--- src/det_pkg.sv ---
/*
  Shared constants of the dual 8-bit event timer: register offsets,
  field positions, clock select codes, reset values and timing figures.
  Assumes a 100 MHz system clock that also serves as the prescaler input.
*/
`default_nettype none

package det_pkg;

  // Register port geometry
  localparam int ADDR_W = 4;
  localparam int DATA_W = 16;

  // Register offsets
  localparam logic [ADDR_W-1:0] OFF_CLKSEL = 4'h0;
  localparam logic [ADDR_W-1:0] OFF_MODE   = 4'h1;
  localparam logic [ADDR_W-1:0] OFF_OUTCTL = 4'h2;
  localparam logic [ADDR_W-1:0] OFF_OSC    = 4'h3;
  localparam logic [ADDR_W-1:0] OFF_CMP_A  = 4'h4;
  localparam logic [ADDR_W-1:0] OFF_CMP_B  = 4'h5;
  localparam logic [ADDR_W-1:0] OFF_COUNT  = 4'h6;

  // Clock select fields
  localparam int SEL_W       = 4;
  localparam int SEL_A_LSB   = 0;
  localparam int SEL_B_LSB   = 4;

  // Mode control fields
  localparam int MODE_RUN_BIT     = 0;
  localparam int MODE_RUN_B_BIT   = 1;
  localparam int MODE_CASCADE_BIT = 2;
  localparam int MODE_W           = 3;

  // Output control fields
  localparam int OUT_EN_A_BIT    = 0;
  localparam int OUT_LVL_SET_BIT = 2;
  localparam int OUT_LVL_CLR_BIT = 3;
  localparam int OUT_EN_B_BIT    = 4;

  // Oscillation mode field
  localparam int OSC_DIV_BIT = 0;

  // Clock select codes
  localparam logic [SEL_W-1:0] SEL_EVT_FALL  = 4'h0;
  localparam logic [SEL_W-1:0] SEL_EVT_RISE  = 4'h1;
  localparam logic [SEL_W-1:0] SEL_TAP_FIRST = 4'h6;
  localparam logic [SEL_W-1:0] SEL_TAP_LAST  = 4'hf;

  // Tap exponents: period is 2**exp system clocks
  localparam int            TAP_MAX      = 12;
  localparam logic [3:0]    TAP_OFS_FAST = 4'h5;
  localparam logic [3:0]    TAP_OFS_SLOW = 4'h4;
  localparam logic [3:0]    TAP_TOP_FAST = 4'hb;
  localparam logic [3:0]    TAP_TOP_SLOW = 4'hc;

  // Reset values
  localparam logic [7:0]        CLKSEL_RST = 8'h00;
  localparam logic [MODE_W-1:0] MODE_RST   = 3'h0;
  localparam logic [7:0]        CMP_RST    = 8'h00;
  localparam logic [7:0]        COUNT_RST  = 8'h00;
  localparam logic [7:0]        COUNT_TOP  = 8'hff;

  // Event input synchroniser depth
  localparam int SYNC_STAGES = 2;

endpackage : det_pkg

`default_nettype wire

--- src/det_timer.sv ---
/*
  Two 8-bit timer/event counters with compare registers, square-wave
  outputs and a cascaded 16-bit interval mode, behind a plain register port.
  Assumes event pins are asynchronous and software drives a one-cycle
  strobe port; read data appear in the cycle after the read strobe.
*/
// The placing of the registers and the address-and-strobe port were decided locally.
`timescale 1ns/1ps
`default_nettype none

// How it works
// - Event mode counts chosen edge of event pin
// - Match clears counter, pulses its request
// - Compare any 00h..ffh, counts zero to compare
// - Enabled wave output inverts on every match without a same-cycle level write
// - Wave half period is compare plus one
// - Level set/clear bits preset wave A
// - Select bits 4..7 pick counter B clock
// - Select bits 0..3 pick counter A clock
// - Mode bit 2 chains both counters
// - Chained: A uses own clock, B on carry
// - Chained: mode bit 0 runs or stops
// - Chained full match clears both, pulses B
// - Chained A match still pulses A, toggles A
// - Divide select halves every tap period
module det_timer #(
  parameter int TAP_MAX = det_pkg::TAP_MAX
) (
  // Clock and reset
  input  wire logic                        clk,
  input  wire logic                        rst_n,
  // Register port
  input  wire logic [det_pkg::ADDR_W-1:0]  regAddr,
  input  wire logic [det_pkg::DATA_W-1:0]  regWrData,
  input  wire logic                        regWr,
  input  wire logic                        regRd,
  output logic      [det_pkg::DATA_W-1:0]  regRdData,
  // Event input pins
  input  wire logic                        eventInA,
  input  wire logic                        eventInB,
  // Square-wave output pins
  output logic                             waveOutA,
  output logic                             waveOutB,
  // Match requests to the interrupt controller
  output logic                             matchIrqA,
  output logic                             matchIrqB
);

  // Elaboration check: tap codes need exponents up to the top slow tap
  if (TAP_MAX < int'(det_pkg::TAP_TOP_SLOW) || TAP_MAX > 15) begin : gBadTap
    $error("det_timer: TAP_MAX cannot serve the clock select codes");
  end

  // Software registers
  logic [7:0]                 clockSelect_r;
  logic [det_pkg::MODE_W-1:0] modeControl_r;
  logic                       waveAEnable_r;
  logic                       waveBEnable_r;
  logic                       oscDivideSelect_r;
  logic [7:0]                 compareA_r;
  logic [7:0]                 compareB_r;

  // Counters and outputs
  logic [7:0]                 countA_r;
  logic [7:0]                 countB_r;
  logic                       waveA_r;
  logic                       waveB_r;
  logic                       irqA_r;
  logic                       irqB_r;
  logic [det_pkg::DATA_W-1:0] rdData_r;

  // Decoded controls
  logic                       cascade;
  logic                       runA;
  logic                       runB;
  logic [TAP_MAX:0]           tap;
  logic [1:0]                 evRise;
  logic [1:0]                 evFall;
  logic [1:0]                 tick;
  logic                       tickA;
  logic                       tickB;
  logic                       eqA;
  logic                       eqB;
  logic                       fullMatch;
  logic                       matchA;
  logic                       matchB;
  logic                       levelSetWr;
  logic                       levelClrWr;
  logic                       writeOutCtl;

  // Map a select code to a tap exponent, zero means no clock
  function automatic logic [3:0] tapExp(input logic [3:0] sel,
                                        input logic       fast);
    logic [3:0] e;
    e = 4'h0;
    if (sel >= det_pkg::SEL_TAP_FIRST && sel < det_pkg::SEL_TAP_LAST) begin
      e = fast ? sel - det_pkg::TAP_OFS_FAST : sel - det_pkg::TAP_OFS_SLOW;
    end else if (sel == det_pkg::SEL_TAP_LAST) begin
      e = fast ? det_pkg::TAP_TOP_FAST : det_pkg::TAP_TOP_SLOW;
    end
    return e;
  endfunction : tapExp

  // Prescaler taps, halved periods when divide select is set
  det_prescaler #(
    .TAP_MAX (TAP_MAX)
  ) uPrescaler (
    .clk     (clk),
    .rst_n   (rst_n),
    .tap     (tap)
  );

  // Per-channel event synchroniser, edge finder and clock selection
  for (genvar ch = 0; ch < 2; ch++) begin : gChan
    logic       pin;
    logic       sync1_r;
    logic       sync2_r;
    logic       prev_r;
    logic [3:0] sel;
    logic [3:0] exp;

    assign pin = (ch == 0) ? eventInA : eventInB;
    assign sel = clockSelect_r[ch*det_pkg::SEL_W +: det_pkg::SEL_W];

    // Two-stage synchroniser, then a history stage
    always_ff @(posedge clk) begin
      if (!rst_n) begin
        sync1_r <= 1'b0;
        sync2_r <= 1'b0;
        prev_r  <= 1'b0;
      end else begin
        sync1_r <= pin;
        sync2_r <= sync1_r;
        prev_r  <= sync2_r;
      end
    end

    // Edges seen only on the synchronised level
    assign evRise[ch] = sync2_r & ~prev_r;
    assign evFall[ch] = ~sync2_r & prev_r;

    assign exp = tapExp(sel, oscDivideSelect_r);

    // Count clock choice; unlisted codes give no clock
    always_comb begin
      case (sel)
        det_pkg::SEL_EVT_FALL: tick[ch] = evFall[ch];
        det_pkg::SEL_EVT_RISE: tick[ch] = evRise[ch];
        default:               tick[ch] = tap[exp];
      endcase
    end
  end

  // Channel clocks: A from bits 0..3, B from bits 4..7
  assign tickA = tick[0];
  assign tickB = tick[1];

  // Mode decode
  assign cascade = modeControl_r[det_pkg::MODE_CASCADE_BIT];
  assign runA    = modeControl_r[det_pkg::MODE_RUN_BIT];
  assign runB    = cascade ? modeControl_r[det_pkg::MODE_RUN_BIT]
                           : modeControl_r[det_pkg::MODE_RUN_B_BIT];

  // Compare decode
  assign eqA       = (countA_r == compareA_r);
  assign eqB       = (countB_r == compareB_r);
  assign fullMatch = eqA & eqB;

  // Match events of each channel
  assign matchA = runA & tickA & eqA;
  assign matchB = cascade ? (runA & tickA & fullMatch)
                          : (runB & tickB & eqB);

  // Output control write actions
  assign writeOutCtl = regWr && (regAddr == det_pkg::OFF_OUTCTL);
  assign levelSetWr  = writeOutCtl & regWrData[det_pkg::OUT_LVL_SET_BIT];
  assign levelClrWr  = writeOutCtl & regWrData[det_pkg::OUT_LVL_CLR_BIT];

  // Clock select register
  always_ff @(posedge clk) begin
    if (!rst_n) begin
      clockSelect_r <= det_pkg::CLKSEL_RST;
    end else if (regWr && regAddr == det_pkg::OFF_CLKSEL) begin
      clockSelect_r <= regWrData[7:0];
    end
  end

  // Mode control register
  always_ff @(posedge clk) begin
    if (!rst_n) begin
      modeControl_r <= det_pkg::MODE_RST;
    end else if (regWr && regAddr == det_pkg::OFF_MODE) begin
      modeControl_r <= regWrData[det_pkg::MODE_W-1:0];
    end
  end

  // Output enables
  always_ff @(posedge clk) begin
    if (!rst_n) begin
      waveAEnable_r <= 1'b0;
      waveBEnable_r <= 1'b0;
    end else if (writeOutCtl) begin
      waveAEnable_r <= regWrData[det_pkg::OUT_EN_A_BIT];
      waveBEnable_r <= regWrData[det_pkg::OUT_EN_B_BIT];
    end
  end

  // Oscillation mode register
  always_ff @(posedge clk) begin
    if (!rst_n) begin
      oscDivideSelect_r <= 1'b0;
    end else if (regWr && regAddr == det_pkg::OFF_OSC) begin
      oscDivideSelect_r <= regWrData[det_pkg::OSC_DIV_BIT];
    end
  end

  // Compare registers, full 8-bit range accepted
  always_ff @(posedge clk) begin
    if (!rst_n) begin
      compareA_r <= det_pkg::CMP_RST;
      compareB_r <= det_pkg::CMP_RST;
    end else if (regWr) begin
      if (regAddr == det_pkg::OFF_CMP_A) begin
        compareA_r <= regWrData[7:0];
      end
      if (regAddr == det_pkg::OFF_CMP_B) begin
        compareB_r <= regWrData[7:0];
      end
    end
  end

  // Counter A: clears on its own match, or only on full match when chained
  always_ff @(posedge clk) begin
    if (!rst_n) begin
      countA_r <= det_pkg::COUNT_RST;
    end else if (!runA) begin
      countA_r <= det_pkg::COUNT_RST;
    end else if (tickA) begin
      if (cascade) begin
        if (fullMatch) begin
          countA_r <= det_pkg::COUNT_RST;
        end else begin
          countA_r <= countA_r + 8'h01;
        end
      end else if (eqA) begin
        countA_r <= det_pkg::COUNT_RST;
      end else begin
        countA_r <= countA_r + 8'h01;
      end
    end
  end

  // Counter B: own clock, or the carry out of counter A when chained
  always_ff @(posedge clk) begin
    if (!rst_n) begin
      countB_r <= det_pkg::COUNT_RST;
    end else if (!runB) begin
      countB_r <= det_pkg::COUNT_RST;
    end else if (cascade) begin
      if (tickA) begin
        if (fullMatch) begin
          countB_r <= det_pkg::COUNT_RST;
        end else if (countA_r == det_pkg::COUNT_TOP) begin
          countB_r <= countB_r + 8'h01;
        end
      end
    end else if (tickB) begin
      if (eqB) begin
        countB_r <= det_pkg::COUNT_RST;
      end else begin
        countB_r <= countB_r + 8'h01;
      end
    end
  end

  // Request pulses, one cycle per match
  always_ff @(posedge clk) begin
    if (!rst_n) begin
      irqA_r <= 1'b0;
      irqB_r <= 1'b0;
    end else begin
      irqA_r <= matchA;
      irqB_r <= matchB;
    end
  end

  // Wave A: software level preset wins over a match toggle
  always_ff @(posedge clk) begin
    if (!rst_n) begin
      waveA_r <= 1'b0;
    end else if (levelSetWr && !levelClrWr) begin
      waveA_r <= 1'b1;
    end else if (levelClrWr && !levelSetWr) begin
      waveA_r <= 1'b0;
    end else if (matchA && waveAEnable_r) begin
      waveA_r <= ~waveA_r;
    end
  end

  // Wave B toggles on its match, full match when chained
  always_ff @(posedge clk) begin
    if (!rst_n) begin
      waveB_r <= 1'b0;
    end else if (matchB && waveBEnable_r) begin
      waveB_r <= ~waveB_r;
    end
  end

  // Read port: data one cycle after the strobe, zero elsewhere
  always_ff @(posedge clk) begin
    if (!rst_n) begin
      rdData_r <= '0;
    end else if (regRd) begin
      case (regAddr)
        det_pkg::OFF_CLKSEL: rdData_r <= {8'h00, clockSelect_r};
        det_pkg::OFF_MODE:   rdData_r <= {13'h0000, modeControl_r};
        det_pkg::OFF_OUTCTL: rdData_r <= {11'h000, waveBEnable_r, 3'h0,
                                          waveAEnable_r};
        det_pkg::OFF_OSC:    rdData_r <= {15'h0000, oscDivideSelect_r};
        det_pkg::OFF_CMP_A:  rdData_r <= {8'h00, compareA_r};
        det_pkg::OFF_CMP_B:  rdData_r <= {8'h00, compareB_r};
        det_pkg::OFF_COUNT:  rdData_r <= {countB_r, countA_r};
        default:             rdData_r <= '0;
      endcase
    end else begin
      rdData_r <= '0;
    end
  end

  // Output drive
  assign regRdData = rdData_r;
  assign waveOutA  = waveA_r;
  assign waveOutB  = waveB_r;
  assign matchIrqA = irqA_r;
  assign matchIrqB = irqB_r;

endmodule : det_timer

`default_nettype wire

--- src/det_prescaler.sv ---
/*
  Free-running prescaler for the event timer: one-cycle enable pulses
  with periods of 2**e system clocks, e = 1 .. TAP_MAX.
  Assumes the single system clock and a synchronous active-low reset.
*/
`timescale 1ns/1ps
`default_nettype none

module det_prescaler #(
  parameter int TAP_MAX = det_pkg::TAP_MAX
) (
  // Clock and reset
  input  wire logic               clk,
  input  wire logic               rst_n,
  // Tap pulses, bit 0 never fires
  output logic      [TAP_MAX:0]   tap
);

  // Elaboration check on tap range
  if (TAP_MAX < 1 || TAP_MAX > 16) begin : gBadTap
    $error("det_prescaler: TAP_MAX out of range");
  end

  logic [TAP_MAX-1:0] div_r;

  // Free-running divider
  always_ff @(posedge clk) begin
    if (!rst_n) begin
      div_r <= '0;
    end else begin
      div_r <= div_r + 1'b1;
    end
  end

  assign tap[0] = 1'b0;

  // One pulse per 2**e cycles on each tap
  for (genvar e = 1; e <= TAP_MAX; e++) begin : gTap
    assign tap[e] = &div_r[e-1:0];
  end

endmodule : det_prescaler

`default_nettype wire

--- config.mk ---
export PLATFORM = sky130hd
export DESIGN_NAME = det_timer
export DESIGN_NICKNAME = d
export VERILOG_FILES = /design/src/det_pkg.sv /design/src/det_timer.sv /design/src/det_prescaler.sv
export SDC_FILE = /design/constraint.sdc
export NUM_CORES = 1
export LEC_CHECK = 0
export ABC_AREA = 0
export BUFFER_PORTS_ARGS = -buffer_cell sky130_fd_sc_hd__buf_2
export CORE_ASPECT_RATIO = 0.6
export CORE_MARGIN = 5
export CORE_UTILIZATION = 40
export DETAILED_ROUTE_END_ITERATION = 6
export HOLD_SLACK_MARGIN = 0.05
export PLACE_DENSITY = 0.55
export SLEW_MARGIN = 20
export SYNTH_ARGS = -nofsm -noshare
export SYNTH_HDL_FRONTEND = slang
export SYNTH_SLANG_ARGS = --single-unit
--- constraint.sdc ---
create_clock -name clk -period 4 [get_ports clk]
set_input_delay 0.2 -clock clk [delete_from_list [all_inputs] [get_ports clk]]
set_output_delay 0.2 -clock clk [all_outputs]
set_load 0.005 [all_outputs]
==> results.md, run 1 <==
Global routing:
- The met2 track demand over resource is 24.7%.
- For this run, the total global-route usage over all layers was measured as 18.9%.
- The number of antenna violations at the first check in global routing came to 0.
- The met3 track demand over resource is 5.53%.
- The via count of the first global-routing pass was 4020.
- The first global-routing pass estimated ~22000 µm of wire.
- Global routing consumed, on the met1 layer, 29.7% of the routing resources.
- The busiest metal layer after global routing is met1.
- The overflow left after global routing is 0.
- The pin count of the biggest net entering global routing is 48.

Finish:
- The library cells used most frequently in the layout, excluding fill and tap cells, are 84 x sky130_fd_sc_hd__dfxtp_1, 61 x sky130_fd_sc_hd__nand2_1, 43 x sky130_fd_sc_hd__nand3_1, 37 x sky130_fd_sc_hd__buf_2, 31 x sky130_fd_sc_hd__nor2_1.
- In the final layout, the share of cells above drive strength 1 is 13.2%.
- The most frequent standard cell in the layout excluding fill and tap cells is sky130_fd_sc_hd__dfxtp_1.
- Cells fill 45.6% of the core in the end.
- The final cell count without fillers is 773.
- The area of all sequential standard cells is 1680 µm².
- The number of fill cells is 1215.
- After the last flow step, the layout net total stands at 651.
- The area taken by multi-input logic gates is between 3000 and 4000 µm².
- The area overhead of the layout relative to synthesis is 12.0%.
- The number of antenna repair diodes is 0.

Logic synthesis:
- For this run, the number of Yosys warnings is 0.
- The share of the Yosys chip area taken by registers is approximately a third.
- After synthesis, the netlist uses 72 different library cells.
- Among all flip-flop cells after synthesis, the most frequent one is sky130_fd_sc_hd__dfxtp_1.
- The top cell type by total area after synthesis is sky130_fd_sc_hd__dfxtp_1.
- The number of nets in the synthesized netlist is ~630.
- After synthesis, the mean cell area works out to ~8.5 µm².
- The number of flops mapped to enable cells by yosys is 0.
- The synthesized design devotes to its leading area cell type 34.4% of total area.
- The fraction of synthesis flops using an asynchronous set or reset pin is 0%.
- The number of instances in the synthesized netlist is 578.
- After synthesis, the cell types taking the most area are sky130_fd_sc_hd__dfxtp_1 34%, sky130_fd_sc_hd__ha_1 5.6%, sky130_fd_sc_hd__nand2_1 4.7%.
- Synthesis inferred 84 register bits.
- The mapped netlist covers 4890 µm².

Power:
- The portion of total power attributed to sequential cells is 48.7%.
- Combinational cells account for 6.9% of the total power.
- The completed layout was analyzed and its total power is about 1.8 mW.
- For this design the total switching power over the nets is 0.443 mW.
- The analysis attributes to cell leakage a power of 2.13 nW.
- Of the total power, the share spent switching nets is approximately a quarter.
- Per report_power, the clock group accounts for 44.3% of the total.
- Cell internal power was estimated by the tool at 1.31 mW.
- The power density over cell area is roughly 320 nW/µm².
- The largest vdd supply drop is 0.000197 V.

Clock network:
- The post-CTS resize count is 0.
- No sink is reached through more buffers than the 2 on the longest clock path.
- The count of hold buffers inserted by post-cts repair is 0.
- The number of clock buffers inserted by TritonCTS is 9.
- Clock tree synthesis found a total of between 80 and 90 sinks.
- The cell at the root of the clock tree is sky130_fd_sc_hd__clkbuf_16.
- The clock-pin slew on the worst setup and hold paths is 60 ps.
- The CTS tree is built.
- The later pin in the worst-skew pair is clocked with a latency of 340 ps.
- The maximum level of the CTS H-tree is 3.
- The number of buffers inserted to repair setup after CTS is 0.

Timing:
- The maximum frequency from static timing analysis is roughly 290 MHz.
- Setup repair after global routing left no endpoint under its margin.
- For the pin with the worst max-slew slack, the measured transition is between 700 and 800 ps.
- In the final timing run, aggregate negative setup slack is 0 ps.
- The number of max-slew violations in the final report was 0.
- Hold is met by 68.3 ps.
- The share of the clock period used by the worst path after layout is 86.4%.
- The count of final hold-check violations is 0.
- The worst clock skew on the final layout is 8.87 ps.
- The headroom to the max-slew limit is 46.6%.
- Subtracting the final worst setup slack from the clock period gives 3460 ps.
- The final-report setup violation count is 0.

Drt:
- The post-detailed-routing wire length is 13700 µm.
- Using the TritonRoute via totals, the vias-per-cell ratio works out to about 5.7.
- After the first detailed-routing iteration, the DRC count stood at 455.
- The total number of vias is about 4.4k.
- The post-route antenna net violation count is 0.
- In the routed design, unresolved DRC markers number 0.
- Dividing the detail-routed wire length by the instance count gives 17.7 µm.
- The detailed-routing iteration count for the pre-antenna-repair pass is 5.

Critical path:
- The worst setup path is of the flip-flop to flip-flop kind.
- Data on the critical path arrives at its endpoint at ~3700 ps.
- The flop-to-flop setup slack is about 540 ps.
- The critical path endpoint is countA_r[2]$_SDFFE_PN0P_.
- The data required time of the worst path is 4200 ps.
- The element type at the critical path start is a flip-flop.
- The path depth of the worst reg2reg path is 11.
- The capturing point of the worst reg2reg path is countA_r[2]$_SDFFE_PN0P_.
- The worst flop-to-flop path startpoint is uPrescaler.div_r[0]$_SDFF_PN0_.
- The maximum net fanout on the critical path is 11.
- The capturing element type of the critical path is a flip-flop.
- The source of the critical timing path is uPrescaler.div_r[0]$_SDFF_PN0_.

Die:
- Once the floorplan was initialized, standard cells occupied 40.7% of the core.
- The die span in x is roughly 150 µm.
- The die footprint is 14600 µm².
- Measured along the y axis, the die boundary spans 95.6 µm.
- The count of standard-cell rows is 31.
- The I/O pin count is 46.
- The core outline area is 12000 µm².

Placement:
- The final estimated routing congestion in global placement is 0.888.
- In this run the tool buffered the top-level ports with 37 buffer cells.
- The final HPWL from detailed placement is 10100 µm.
- The placed instance count is roughly 760.

Worst hold path:
- The min-delay analysis places its worst path in the category input pin to flip-flop.

Flow run:
- The tool flagged a number of max-cap violations equal to 0.

Run status:
- The run finished with clean final reports.
==> worst min path at each step <==
stage / from / to / slack [ps] / depth (start not counted)
after floorplan: eventInA / gChan[0].sync1_r$_SDFF_PN0_ / 330 / 1
after global placement: eventInA / gChan[0].sync1_r$_SDFF_PN0_ / 410 / 2
after detailed placement: eventInB / gChan[1].sync1_r$_SDFF_PN0_ / 410 / 2
after CTS: eventInB / gChan[1].sync1_r$_SDFF_PN0_ / 60 / 2
after global routing: eventInB / gChan[1].sync1_r$_SDFF_PN0_ / 60 / 2
final: eventInA / gChan[0].sync1_r$_SDFF_PN0_ / 70 / 2
==> worst max-delay path, stage by stage (launching register included) <==
cell	delay (ps)
sky130_fd_sc_hd__dfxtp_1	480
sky130_fd_sc_hd__ha_1	380
sky130_fd_sc_hd__nand2_1	200
sky130_fd_sc_hd__nor3_1	330
sky130_fd_sc_hd__ha_1	230
sky130_fd_sc_hd__o21ai_0	80
sky130_fd_sc_hd__o21a_1	170
sky130_fd_sc_hd__a22oi_1	200
sky130_fd_sc_hd__o32ai_1	180
sky130_fd_sc_hd__or2_1	430
sky130_fd_sc_hd__o21bai_1	540
sky130_fd_sc_hd__nor2_1	100
==> synth_stat cells, drive strengths merged, types with 10 or more instances <==
master	n
and2	30
nor3	15
ha	22
xnor2	13
a21boi	21
o21ai	20
clkbuf	20
nor2	32
nor2b	16
a21oi	18
inv	17
nand2	61
mux2i	21
dfxtp	84
nand3	43
o22ai	11
nor4	10
xor2	17
==> power by group through the flow <==
stage / clock, mW / sequential (mW) / combinational, mW
5_1_grt: 0.836 / 0.857 / 0.132
3_3_place_gp: 0 / 0.875 / 0.118
4_1_cts: 0.801 / 0.856 / 0.119
6_report: 0.779 / 0.856 / 0.122
2_1_floorplan: 0 / 0.871 / 0.0794
3_5_place_dp: 0 / 0.875 / 0.119
==> area by class of cell <==
| type | instances | share of cell area, % |
|---|---|---|
| multi-input combinational | 449 | 55.3 |
| tap | 165 | 3.77 |
| sequential | 84 | 30.7 |
| clock inverter | 6 | 0.845 |
| inverter | 17 | 1.16 |
| clock buffer | 10 | 4.18 |
| timing repair buffer | 42 | 4.07 |
==> cell families (layout without fill, tap and decap cells) <==
group                      count (synthesis)  in the layout  synth area share [%]
AOI/OAI and AO/OA                        129            129                  19.4
xor gates and xnor gates                  30             30                  5.37
adders and majority gates                 22             22                  5.63
buffers and inverters                     45             75                  3.81
DFF                                       84             84                  34.4
muxes                                     23             23                  4.76
and+or+nand+nor                          245            245                  26.6
==> routing by layer <==
metal | part of all wire (%) | wire length, µm | vias up
met5 | 0 | 0 | -
met4 | 0.85 | 116 | 0
met3 | 9.5 | 1300 | 11
met2 | 38 | 5140 | 184
met1 | 52 | 7150 | 2092
li1 | - | - | 2123
==> sequential cells by signal (all words and copies together) (netlist names) <==
name / cells
uPrescaler.div_r: 12
waveBEnable_r: 1
gChan.prev_r: 2
gChan.sync1_r: 2
countA_r: 8
modeControl_r: 3
compareB_r: 8
gChan.sync2_r: 2
compareA_r: 8
oscDivideSelect_r: 1
countB_r: 8
waveOutA: 1
matchIrqA: 1
matchIrqB: 1
waveAEnable_r: 1
clockSelect_r: 8
regRdData: 16
waveOutB: 1
==> through the flow <==
stage                     setup WS [ps]  area, µm²
final                               543       5480
after floorplan                    1290       4890
after global placement              655       5200
after detailed placement            599       5200
after CTS                           578       5480
after global routing                266       5480
Power figures use the tool's default switching activity.
==> inputs of run 2 (changes only) <==
--- a/config.mk
+++ b/config.mk
@@ -12,8 +12,9 @@
 export CORE_UTILIZATION = 40
 export DETAILED_ROUTE_END_ITERATION = 6
 export HOLD_SLACK_MARGIN = 0.05
-export PLACE_DENSITY = 0.55
+export PLACE_DENSITY = 0.54
 export SLEW_MARGIN = 20
 export SYNTH_ARGS = -nofsm -noshare
 export SYNTH_HDL_FRONTEND = slang
+export SYNTH_HIERARCHICAL = 1
 export SYNTH_SLANG_ARGS = --single-unit
==> run 2 against run 1 <==
Via count grew 13%. Critical endpoint is now countB_r[0]$_SDFFE_PN0P_. Wire length grew 15%. Total power grew 2.7%. Clock power grew 5.5%. Combinational power grew 4%. Sequential share of layout area shrank 2.4 points. Non-clock buffer count grew 14.
==> results.md, run 2 <==
Finish:
- The number of fill cells came to 1314 (+8.1%).
- The number of antenna repair diodes is 0 (unchanged).
- The proportion of layout cells with a drive suffix above 1 is 13.1% (-0.057 points).
- The layout net count is 730 (+12%).
- Leaving out fill and tap cells, the most frequent cells in the layout are 84 x sky130_fd_sc_hd__dfxtp_1, 76 x sky130_fd_sc_hd__nand2_1, 46 x sky130_fd_sc_hd__nand3_1, 37 x sky130_fd_sc_hd__nor2_1, 37 x sky130_fd_sc_hd__buf_2.
- The number of flip-flops in the largest register is 16 (unchanged).
- The end-of-flow core utilization is 45.9% (+0.35 points).
- The area overhead of the layout relative to synthesis is 11.9%.
- The most frequent standard cell in the layout excluding fill and tap cells is sky130_fd_sc_hd__dfxtp_1.

Placement:
- The final estimated routing congestion in global placement is 0.916 (+3.1%).
- The final HPWL from detailed placement was 11800 µm (+17%).
- The number of buffers inserted by port buffering came to 37 (unchanged).

Clock network:
- The clock-pin slew on the worst setup and hold paths is 70 ps (about the same).
- The cell at the root of the clock tree is sky130_fd_sc_hd__clkbuf_16.
- The count of hold buffers inserted by post-cts repair is 0 (unchanged).
- The number of buffers inserted to repair setup after CTS is 0 (unchanged).
- The number of clock buffers inserted by TritonCTS came to 9 (unchanged).
- TritonCTS built the clock tree.
- The maximum level of the CTS H-tree came to 3 (unchanged).
- The maximum number of buffers from clock root to sink is 2 (unchanged).
- The post-CTS resize count is 0 (unchanged).
- The latest clock arrival within the worst-skew pair is 340 ps (about the same).
- The clock sink total is 84 (unchanged).

Critical path:
- Walking the worst path, the cells encountered are ha_1, nand3_1, buf_4, nor2_1, and2_1, ha_1, nor2_1, a311o_1, a221oi_2, nor4_1, nor4_4, buf_4, a21o_1, mux2i_1.
- The path type of the worst setup path is flip-flop to flip-flop.
- The element type at the critical path start is a flip-flop.
- The worst stage delay on the critical path was 450 ps (-90 ps).
- The slowest stage of the critical path belongs to the cell sky130_fd_sc_hd__dfxtp_1.
- The endpoint identified for the worst register-to-register timing path is countB_r[0]$_SDFFE_PN0P_.
- In this run the critical register-to-register path is launched from uPrescaler/div_r[0]$_SDFF_PN0_.
- The worst endpoint data arrival time is 3940 ps (+280 ps).
- The path depth of the worst reg2reg path was 14 (+3).
- The data required time of the worst path is 4270 ps (+70 ps).
- The maximum net fanout on the critical path is 10 (-1).
- The flop-to-flop setup slack was 330 ps (-210 ps).
- The total buffers and inverters traversed by the critical path is 2 (+2).
- The capturing element type of the critical path is a flip-flop.
- Grouping stages by cell kind, the critical path spends the most delay in simple AND/OR/NAND/NOR gates.

Worst hold path:
- The worst min-delay path category is input pin to flip-flop.
- The worst hold path startpoint is eventInA.
- The path with the worst hold slack has its endpoint at gChan[0].sync1_r$_SDFF_PN0_.
- The hold-critical path depth was 2 (unchanged).

Timing:
- Setup repair after global routing left no endpoint under its margin.
- The headroom to the max-slew limit is 38.0% (-8.6 points).
- The share of the clock period used by the worst path after layout was 91.6% (+5.2 points).
- The final-report setup violation count is 0 (unchanged).
- The worst clock skew on the final layout is 12.5 ps (+3.61 ps).
- The maximum frequency from static timing analysis was 273 MHz (-5.7%).
- The number of max-slew violations in the final report is 0 (unchanged).
- The final sum of negative setup slack came to 0 ps (unchanged).
- The post-layout minimum cycle time was 3670 ps (+209 ps).
- The slew at the pin closest to its max-slew limit is 923 ps (+128 ps).
- The count of final hold-check violations is 0 (unchanged).
- The final hold slack came to 68.4 ps (+0.0909 ps).

Logic synthesis:
- The top cell type's share of synthesized area was 31.7% (-2.7 points).
- The xor-xnor portion of the synthesized cell area came to 3.80% (-1.6 points).
- The post-synthesis simple-gate area fraction is 26.4% (-0.15 points).
- Sorting the synthesized cells by area gives the leading types as sky130_fd_sc_hd__dfxtp_1 32%, sky130_fd_sc_hd__nand2_1 5.4%, sky130_fd_sc_hd__ha_1 5.2%.
- The count of unique library cells instantiated by Yosys is 77 (+6.9%).
- The flip-flop and latch count after synthesis is 84 (unchanged).
- The number of warnings issued by yosys is 6 (+6).
- The average size of a mapped cell is 8.06 µm² (-4.7%).
- The compound-gate portion of the synthesized area is 24.5% (+5.0 points).
- The adder-cell share of the synthesized area is 5.19% (-0.44 points).
- The fraction of synthesis flops using an asynchronous set or reset pin came to 0% (unchanged).
- The largest total area in the synthesized netlist belongs to sky130_fd_sc_hd__dfxtp_1.
- The sequential area share after synthesis was 31.7% (-2.7 points).
- The proportion of synthesized area in mux cells is 2.67% (-2.1 points).
- For this run, the leading register cell type out of synthesis is sky130_fd_sc_hd__dfxtp_1.
- The post-synthesis net count is 706 (+13%).
- Ranked by instance count, the synthesized netlist is headed by 84 x sky130_fd_sc_hd__dfxtp_1, 76 x sky130_fd_sc_hd__nand2_1, 46 x sky130_fd_sc_hd__nand3_1, 37 x sky130_fd_sc_hd__nor2_1, 33 x sky130_fd_sc_hd__and2_1.
- By area, the combinational part of the netlist is dominated by simple AND/OR/NAND/NOR gates.
- The netlist area before placement was 5310 µm² (+8.5%).
- The number of instances in the synthesized netlist is 658 (+14%).
- The number of flops mapped to enable cells by yosys is 0 (unchanged).
- sky130_fd_sc_hd__dfxtp_1 is the most common cell in the netlist.

Die:
- The y dimension of the die is 99.2 µm (+3.7%).
- The die footprint is 15700 µm² (+7.8%).
- The count of standard-cell rows came to 32 (+3.2%).
- The initial core utilization was 41.0% (+0.36 points).
- The die span in x is 159 µm (+3.9%).
- The I/O pin count is 46 (unchanged).
- The core outline area is 12900 µm² (+7.6%).

Drt:
- After detailed routing, no signal wire sits above met5.
- The post-detailed-routing wire length is 15700 µm (+15%).
- The number of DRC violations after detailed-routing iteration 0 is 615 (+35%).
- The detailed-route wire length per cell was 18.4 µm (+3.7%).
- The detailed-routing iteration count for the pre-antenna-repair pass came to 6 (+1).
- The via count normalized by instance count was 5.84 (+2.3%).
- The sum of met2 wire segment lengths after detailed routing came to 5880 µm (+14%).
- The post-route DRC violation count is 0 (unchanged).
- The routed metal-1 wirelength is 8330 µm (+17%).
- The met3 wirelength from detailed routing came to 1470 µm (+13%).
- The total number of vias came to 5001 (+13%).
- The post-route antenna net violation count is 0 (unchanged).

Global routing:
- The pin count of the biggest net entering global routing is 54 (+13%).
- The first-pass GRT wire length is 25200 µm (+14%).
- The overflow left after global routing is 0 (unchanged).
- The number of antenna violations at the first check in global routing came to 1 (+1).
- The overall routing resource usage is 20.1% (+1.3 points).
- The via count of the first global-routing pass is 4526 (+13%).

Power:
- The switching power of the nets is 0.478 mW (+7.8%).
- The static leakage is 2.17 nW (+1.8%).
- The cell-internal power came to 1.33 mW (+0.95%).
- The switching fraction of total power was 26.5% (+1.3 points).
- The portion of total power attributed to sequential cells is 47.4% (-1.3 points).
- The logic gate share of total power is 7.0% (about the same).
- The post-route total power is 1.80 mW (+2.7%).
- The fraction of power consumed by the clock network is 45.6% (+1.3 points).
- The power density over cell area was 304 nW/µm² (-5.3%).
- The largest vdd supply drop is 0.000239 V (+22%).

Run status:
- The run finished with clean final reports.

Flow run:
- The number of maximum-capacitance constraint violations is 0 (unchanged).
[run 2: final cells by class]
type	count	area (µm²)	share of cell area (%)
multi-input combinational	508	3340	56.2
sequential	84	1680	28.3
timing repair buffer	56	328	5.52
clock buffer	9	225	3.79
tap	170	213	3.58
inverter	23	86.3	1.45
clock inverter	7	66.3	1.12
[run 2: worst max-delay path by stage]
stage / end / start / slack (ps) / cells after the start
final: countB_r[0]$_SDFFE_PN0P_ / uPrescaler/div_r[0]$_SDFF_PN0_ / 330 / 14
after floorplan: countB_r[5]$_SDFFE_PN0P_ / clockSelect_r[7]$_SDFFE_PN0P_ / 990 / 13
after detailed placement: countB_r[0]$_SDFFE_PN0P_ / uPrescaler/div_r[0]$_SDFF_PN0_ / 410 / 14
after global placement: countB_r[1]$_SDFFE_PN0P_ / uPrescaler/div_r[0]$_SDFF_PN0_ / 470 / 14
after CTS: countB_r[0]$_SDFFE_PN0P_ / uPrescaler/div_r[0]$_SDFF_PN0_ / 380 / 14
after global routing: countB_r[0]$_SDFFE_PN0P_ / uPrescaler/div_r[0]$_SDFF_PN0_ / 80 / 14
[run 2: layer usage]
metal,vias up,global-route usage [%]
li1,2444,-
met4,2,2.56
met3,10,5.43
met5,-,0
met1,2372,33.2
met2,173,25.8
[run 2: per-stage QoR]
stage	area [µm²]	setup WS, ps	instances
after CTS	5930	380	857
after global routing	5940	81.6	857
after floorplan	5310	995	658
after detailed placement	5640	407	841
after global placement	5640	472	841
final	5940	334	857
[run 2: logic make-up after synthesis]
logic type                 after synthesis
DFF                                     84
AOI/OAI and AO/OA                      175
and+or+nand+nor                        273
muxes                                   14
adders and majority gates               22
buffers and inverters                   66
other                                    1
xor gates and xnor gates                23
[run 2: power groups by stage]
stage	combinational (mW)	sequential, mW	clock [mW]
floorplan	0.0848	0.870	0
global placement	0.122	0.874	0
detailed placement	0.124	0.874	0
CTS	0.124	0.855	0.840
global route	0.141	0.856	0.873
finish	0.127	0.855	0.822
==> inputs of run 3 (changes only) <==
--- a/config.mk
+++ b/config.mk
@@ -10,9 +10,11 @@
 export CORE_ASPECT_RATIO = 0.6
 export CORE_MARGIN = 5
 export CORE_UTILIZATION = 40
+export CTS_CLUSTER_DIAMETER = 30
 export DETAILED_ROUTE_END_ITERATION = 6
 export HOLD_SLACK_MARGIN = 0.05
 export PLACE_DENSITY = 0.54
+export RECOVER_POWER = 100
 export SLEW_MARGIN = 20
 export SYNTH_ARGS = -nofsm -noshare
 export SYNTH_HDL_FRONTEND = slang
==> run 3 against run 2 <==
The flow now finishes with violations (max-capacitance violations, max-slew violations). Clock skew down 2.5 ps. Global-route usage unchanged. Largest cell class unchanged. Total power fell by 0.12%.
==> results.md, run 3 (same netlist as run 2, synthesis figures left out) <==
Placement:
- The final HPWL from detailed placement came to 11800 µm (unchanged).
- The number of buffers inserted by port buffering is 37 (unchanged).
- The final estimated routing congestion in global placement came to 0.916 (unchanged).

Critical path:
- The data required time of the worst path is 4270 ps (about the same).
- The worst setup path is of the flip-flop to flip-flop kind.
- The maximum net fanout on the critical path is 10 (unchanged).
- The worst setup path is captured at a flip-flop.
- The worst endpoint data arrival time is 3990 ps (+50 ps).
- STA classifies the critical path startpoint as a flip-flop.

Die:
- The count of standard-cell rows is 32 (unchanged).
- The die span in x is 159 µm (unchanged).
- The y dimension of the die is 99.2 µm (unchanged).
- The die footprint is 15700 µm² (unchanged).
- The core outline area came to 12900 µm² (unchanged).
- The initial core utilization is 41.0% (unchanged).
- The I/O pin count is 46 (unchanged).

Finish:
- The top cell types in the final layout, fill and taps aside, are 84 x sky130_fd_sc_hd__dfxtp_1, 76 x sky130_fd_sc_hd__nand2_1, 46 x sky130_fd_sc_hd__nand3_1, 37 x sky130_fd_sc_hd__nor2_1, 30 x sky130_fd_sc_hd__a21boi_0.
- The layout net count is 730 (unchanged).
- The number of antenna repair diodes was 0 (unchanged).
- Leaving out fill and tap cells, the most frequent cell in the layout is sky130_fd_sc_hd__dfxtp_1.
- The proportion of layout cells with a drive suffix above 1 is 10.2% (-2.9 points).
- The number of flip-flops in the largest register came to 16 (unchanged).
- The number of fill cells is 1323 (+0.68%).
- The area overhead of the layout relative to synthesis is 11.3%.

Drt:
- The post-route antenna net violation count was 0 (unchanged).
- The via count normalized by instance count is 5.84 (about the same).
- The post-route DRC violation count is 0 (unchanged).
- The total number of vias is 5006 (+0.10%).
- The detailed-route wire length per cell is 18.3 µm (-0.36%).
- The post-detailed-routing wire length is 15700 µm (-0.36%).
- The number of DRC violations after detailed-routing iteration 0 is 606 (-1.5%).
- The detailed-routing iteration count for the pre-antenna-repair pass was 6 (unchanged).

Timing:
- The maximum frequency from static timing analysis was 269 MHz (-1.3%).
- The slew at the pin closest to its max-slew limit is 2050 ps (+1120 ps).
- The post-layout minimum cycle time came to 3720 ps (+49.8 ps).
- The worst clock skew on the final layout is 10.0 ps (-2.47 ps).
- The headroom to the max-slew limit is -36.5% (-74 points).
- The count of final hold-check violations was 0 (unchanged).
- The final hold slack is 68.4 ps (-0.0142 ps).
- The share of the clock period used by the worst path after layout was 92.9% (+1.2 points).
- Setup repair after global routing left no endpoint under its margin.
- The final sum of negative setup slack came to 0 ps (unchanged).
- The number of max-slew violations in the final report is 54 (+54).
- The final-report setup violation count is 0 (unchanged).

Clock network:
- TritonCTS built the clock tree.
- The maximum number of buffers from clock root to sink is 2 (unchanged).
- The maximum level of the CTS H-tree is 3 (unchanged).
- The clock sink total is 84 (unchanged).
- The count of hold buffers inserted by post-cts repair is 0 (unchanged).
- The number of clock buffers inserted by TritonCTS was 9 (unchanged).
- The clock-pin slew on the worst setup and hold paths was 70 ps (about the same).
- The post-CTS resize count is 0 (unchanged).
- The number of buffers inserted to repair setup after CTS is 0 (unchanged).
- The tree is rooted in a sky130_fd_sc_hd__clkbuf_16.
- The latest clock arrival within the worst-skew pair is 340 ps (about the same).

Run status:
- The final reports fail on max-capacitance violations, max-slew violations.
- The flow ran to the end, but the final reports show violations.

Power:
- The largest vdd supply drop is 0.000239 V (about the same).
- The power density over cell area is 305 nW/µm² (+0.45%).
- The static leakage is 2.08 nW (-3.9%).

Global routing:
- The first-pass GRT wire length is 25200 µm (unchanged).
- The overall routing resource usage came to 20.1% (unchanged).
- The via count of the first global-routing pass is 4526 (unchanged).
- The overflow left after global routing was 0 (unchanged).
- The pin count of the biggest net entering global routing is 54 (unchanged).
- The number of antenna violations at the first check in global routing came to 1 (unchanged).

Worst hold path:
- The tightest min-delay check is of the input pin to flip-flop type.

Flow run:
- The number of maximum-capacitance constraint violations is 1 (+1).
## run 3: area by class of cell
class / count / area, µm² / share of cell area, %
multi-input combinational: 508 / 3330 / 56.4
sequential: 84 / 1680 / 28.5
timing repair buffer: 56 / 300 / 5.09
clock buffer: 9 / 225 / 3.82
tap: 170 / 213 / 3.60
inverter: 23 / 86.3 / 1.46
clock inverter: 7 / 66.3 / 1.12
## run 3: routing by layer
metal | part of all wire [%] | up-vias | track usage, %
met2 | 37 | 217 | 25.8
met4 | 0.55 | 2 | 2.56
li1 | - | 2444 | -
met1 | 51 | 2332 | 33.2
met3 | 11 | 11 | 5.43
met5 | 0.045 | - | 0
## run 3: worst max-delay path: stages (launching register included)
cell                       delay (ps)
sky130_fd_sc_hd__dfxtp_1          450
sky130_fd_sc_hd__ha_1             340
sky130_fd_sc_hd__nand3_1          160
sky130_fd_sc_hd__buf_4            180
sky130_fd_sc_hd__nor2_1           220
sky130_fd_sc_hd__and2_1           290
sky130_fd_sc_hd__ha_1             240
sky130_fd_sc_hd__nor2_1            50
sky130_fd_sc_hd__a311o_1          330
sky130_fd_sc_hd__a221oi_1         260
sky130_fd_sc_hd__nor4_1           110
sky130_fd_sc_hd__nor4_4           260
sky130_fd_sc_hd__buf_4            230
sky130_fd_sc_hd__a21o_1           290
sky130_fd_sc_hd__mux2i_1          220
## run 3: final timing paths
check / startpoint / to / slack (ps) / cells past startpoint
worst max register to register: uPrescaler/div_r[0]$_SDFF_PN0_ / countB_r[1]$_SDFFE_PN0P_ / 280 / 14
worst min-delay path: eventInA / gChan[0].sync1_r$_SDFF_PN0_ / 70 / 2
worst min register to register: gChan[0].sync1_r$_SDFF_PN0_ / gChan[0].sync2_r$_SDFF_PN0_ / 440 / 1
worst max-delay path: uPrescaler/div_r[0]$_SDFF_PN0_ / countB_r[1]$_SDFFE_PN0P_ / 280 / 14
## run 3: where the power goes
group	leakage [nW]	total [mW]	internal, mW	switching (mW)
clock network	0.138	0.820	0.437	0.383
registers	0.679	0.855	0.845	0.0103
logic	1.27	0.127	0.0445	0.0825
## run 3: through the flow
| step | instances | total power [mW] | instance area, µm² | util, % | setup slack (ps) |
|---|---|---|---|---|---|
| 5_1_grt | 857 | 1.87 | 5900 | 45.6 | 57.8 |
| 3_5_place_dp | 841 | 0.998 | 5640 | 43.6 | 407 |
| 6_report | 857 | 1.80 | 5900 | 45.6 | 284 |
| 3_3_place_gp | 841 | 0.996 | 5640 | 43.6 | 472 |
| 4_1_cts | 857 | 1.82 | 5930 | 45.8 | 380 |
| 2_1_floorplan | 658 | 0.955 | 5310 | - | 995 |
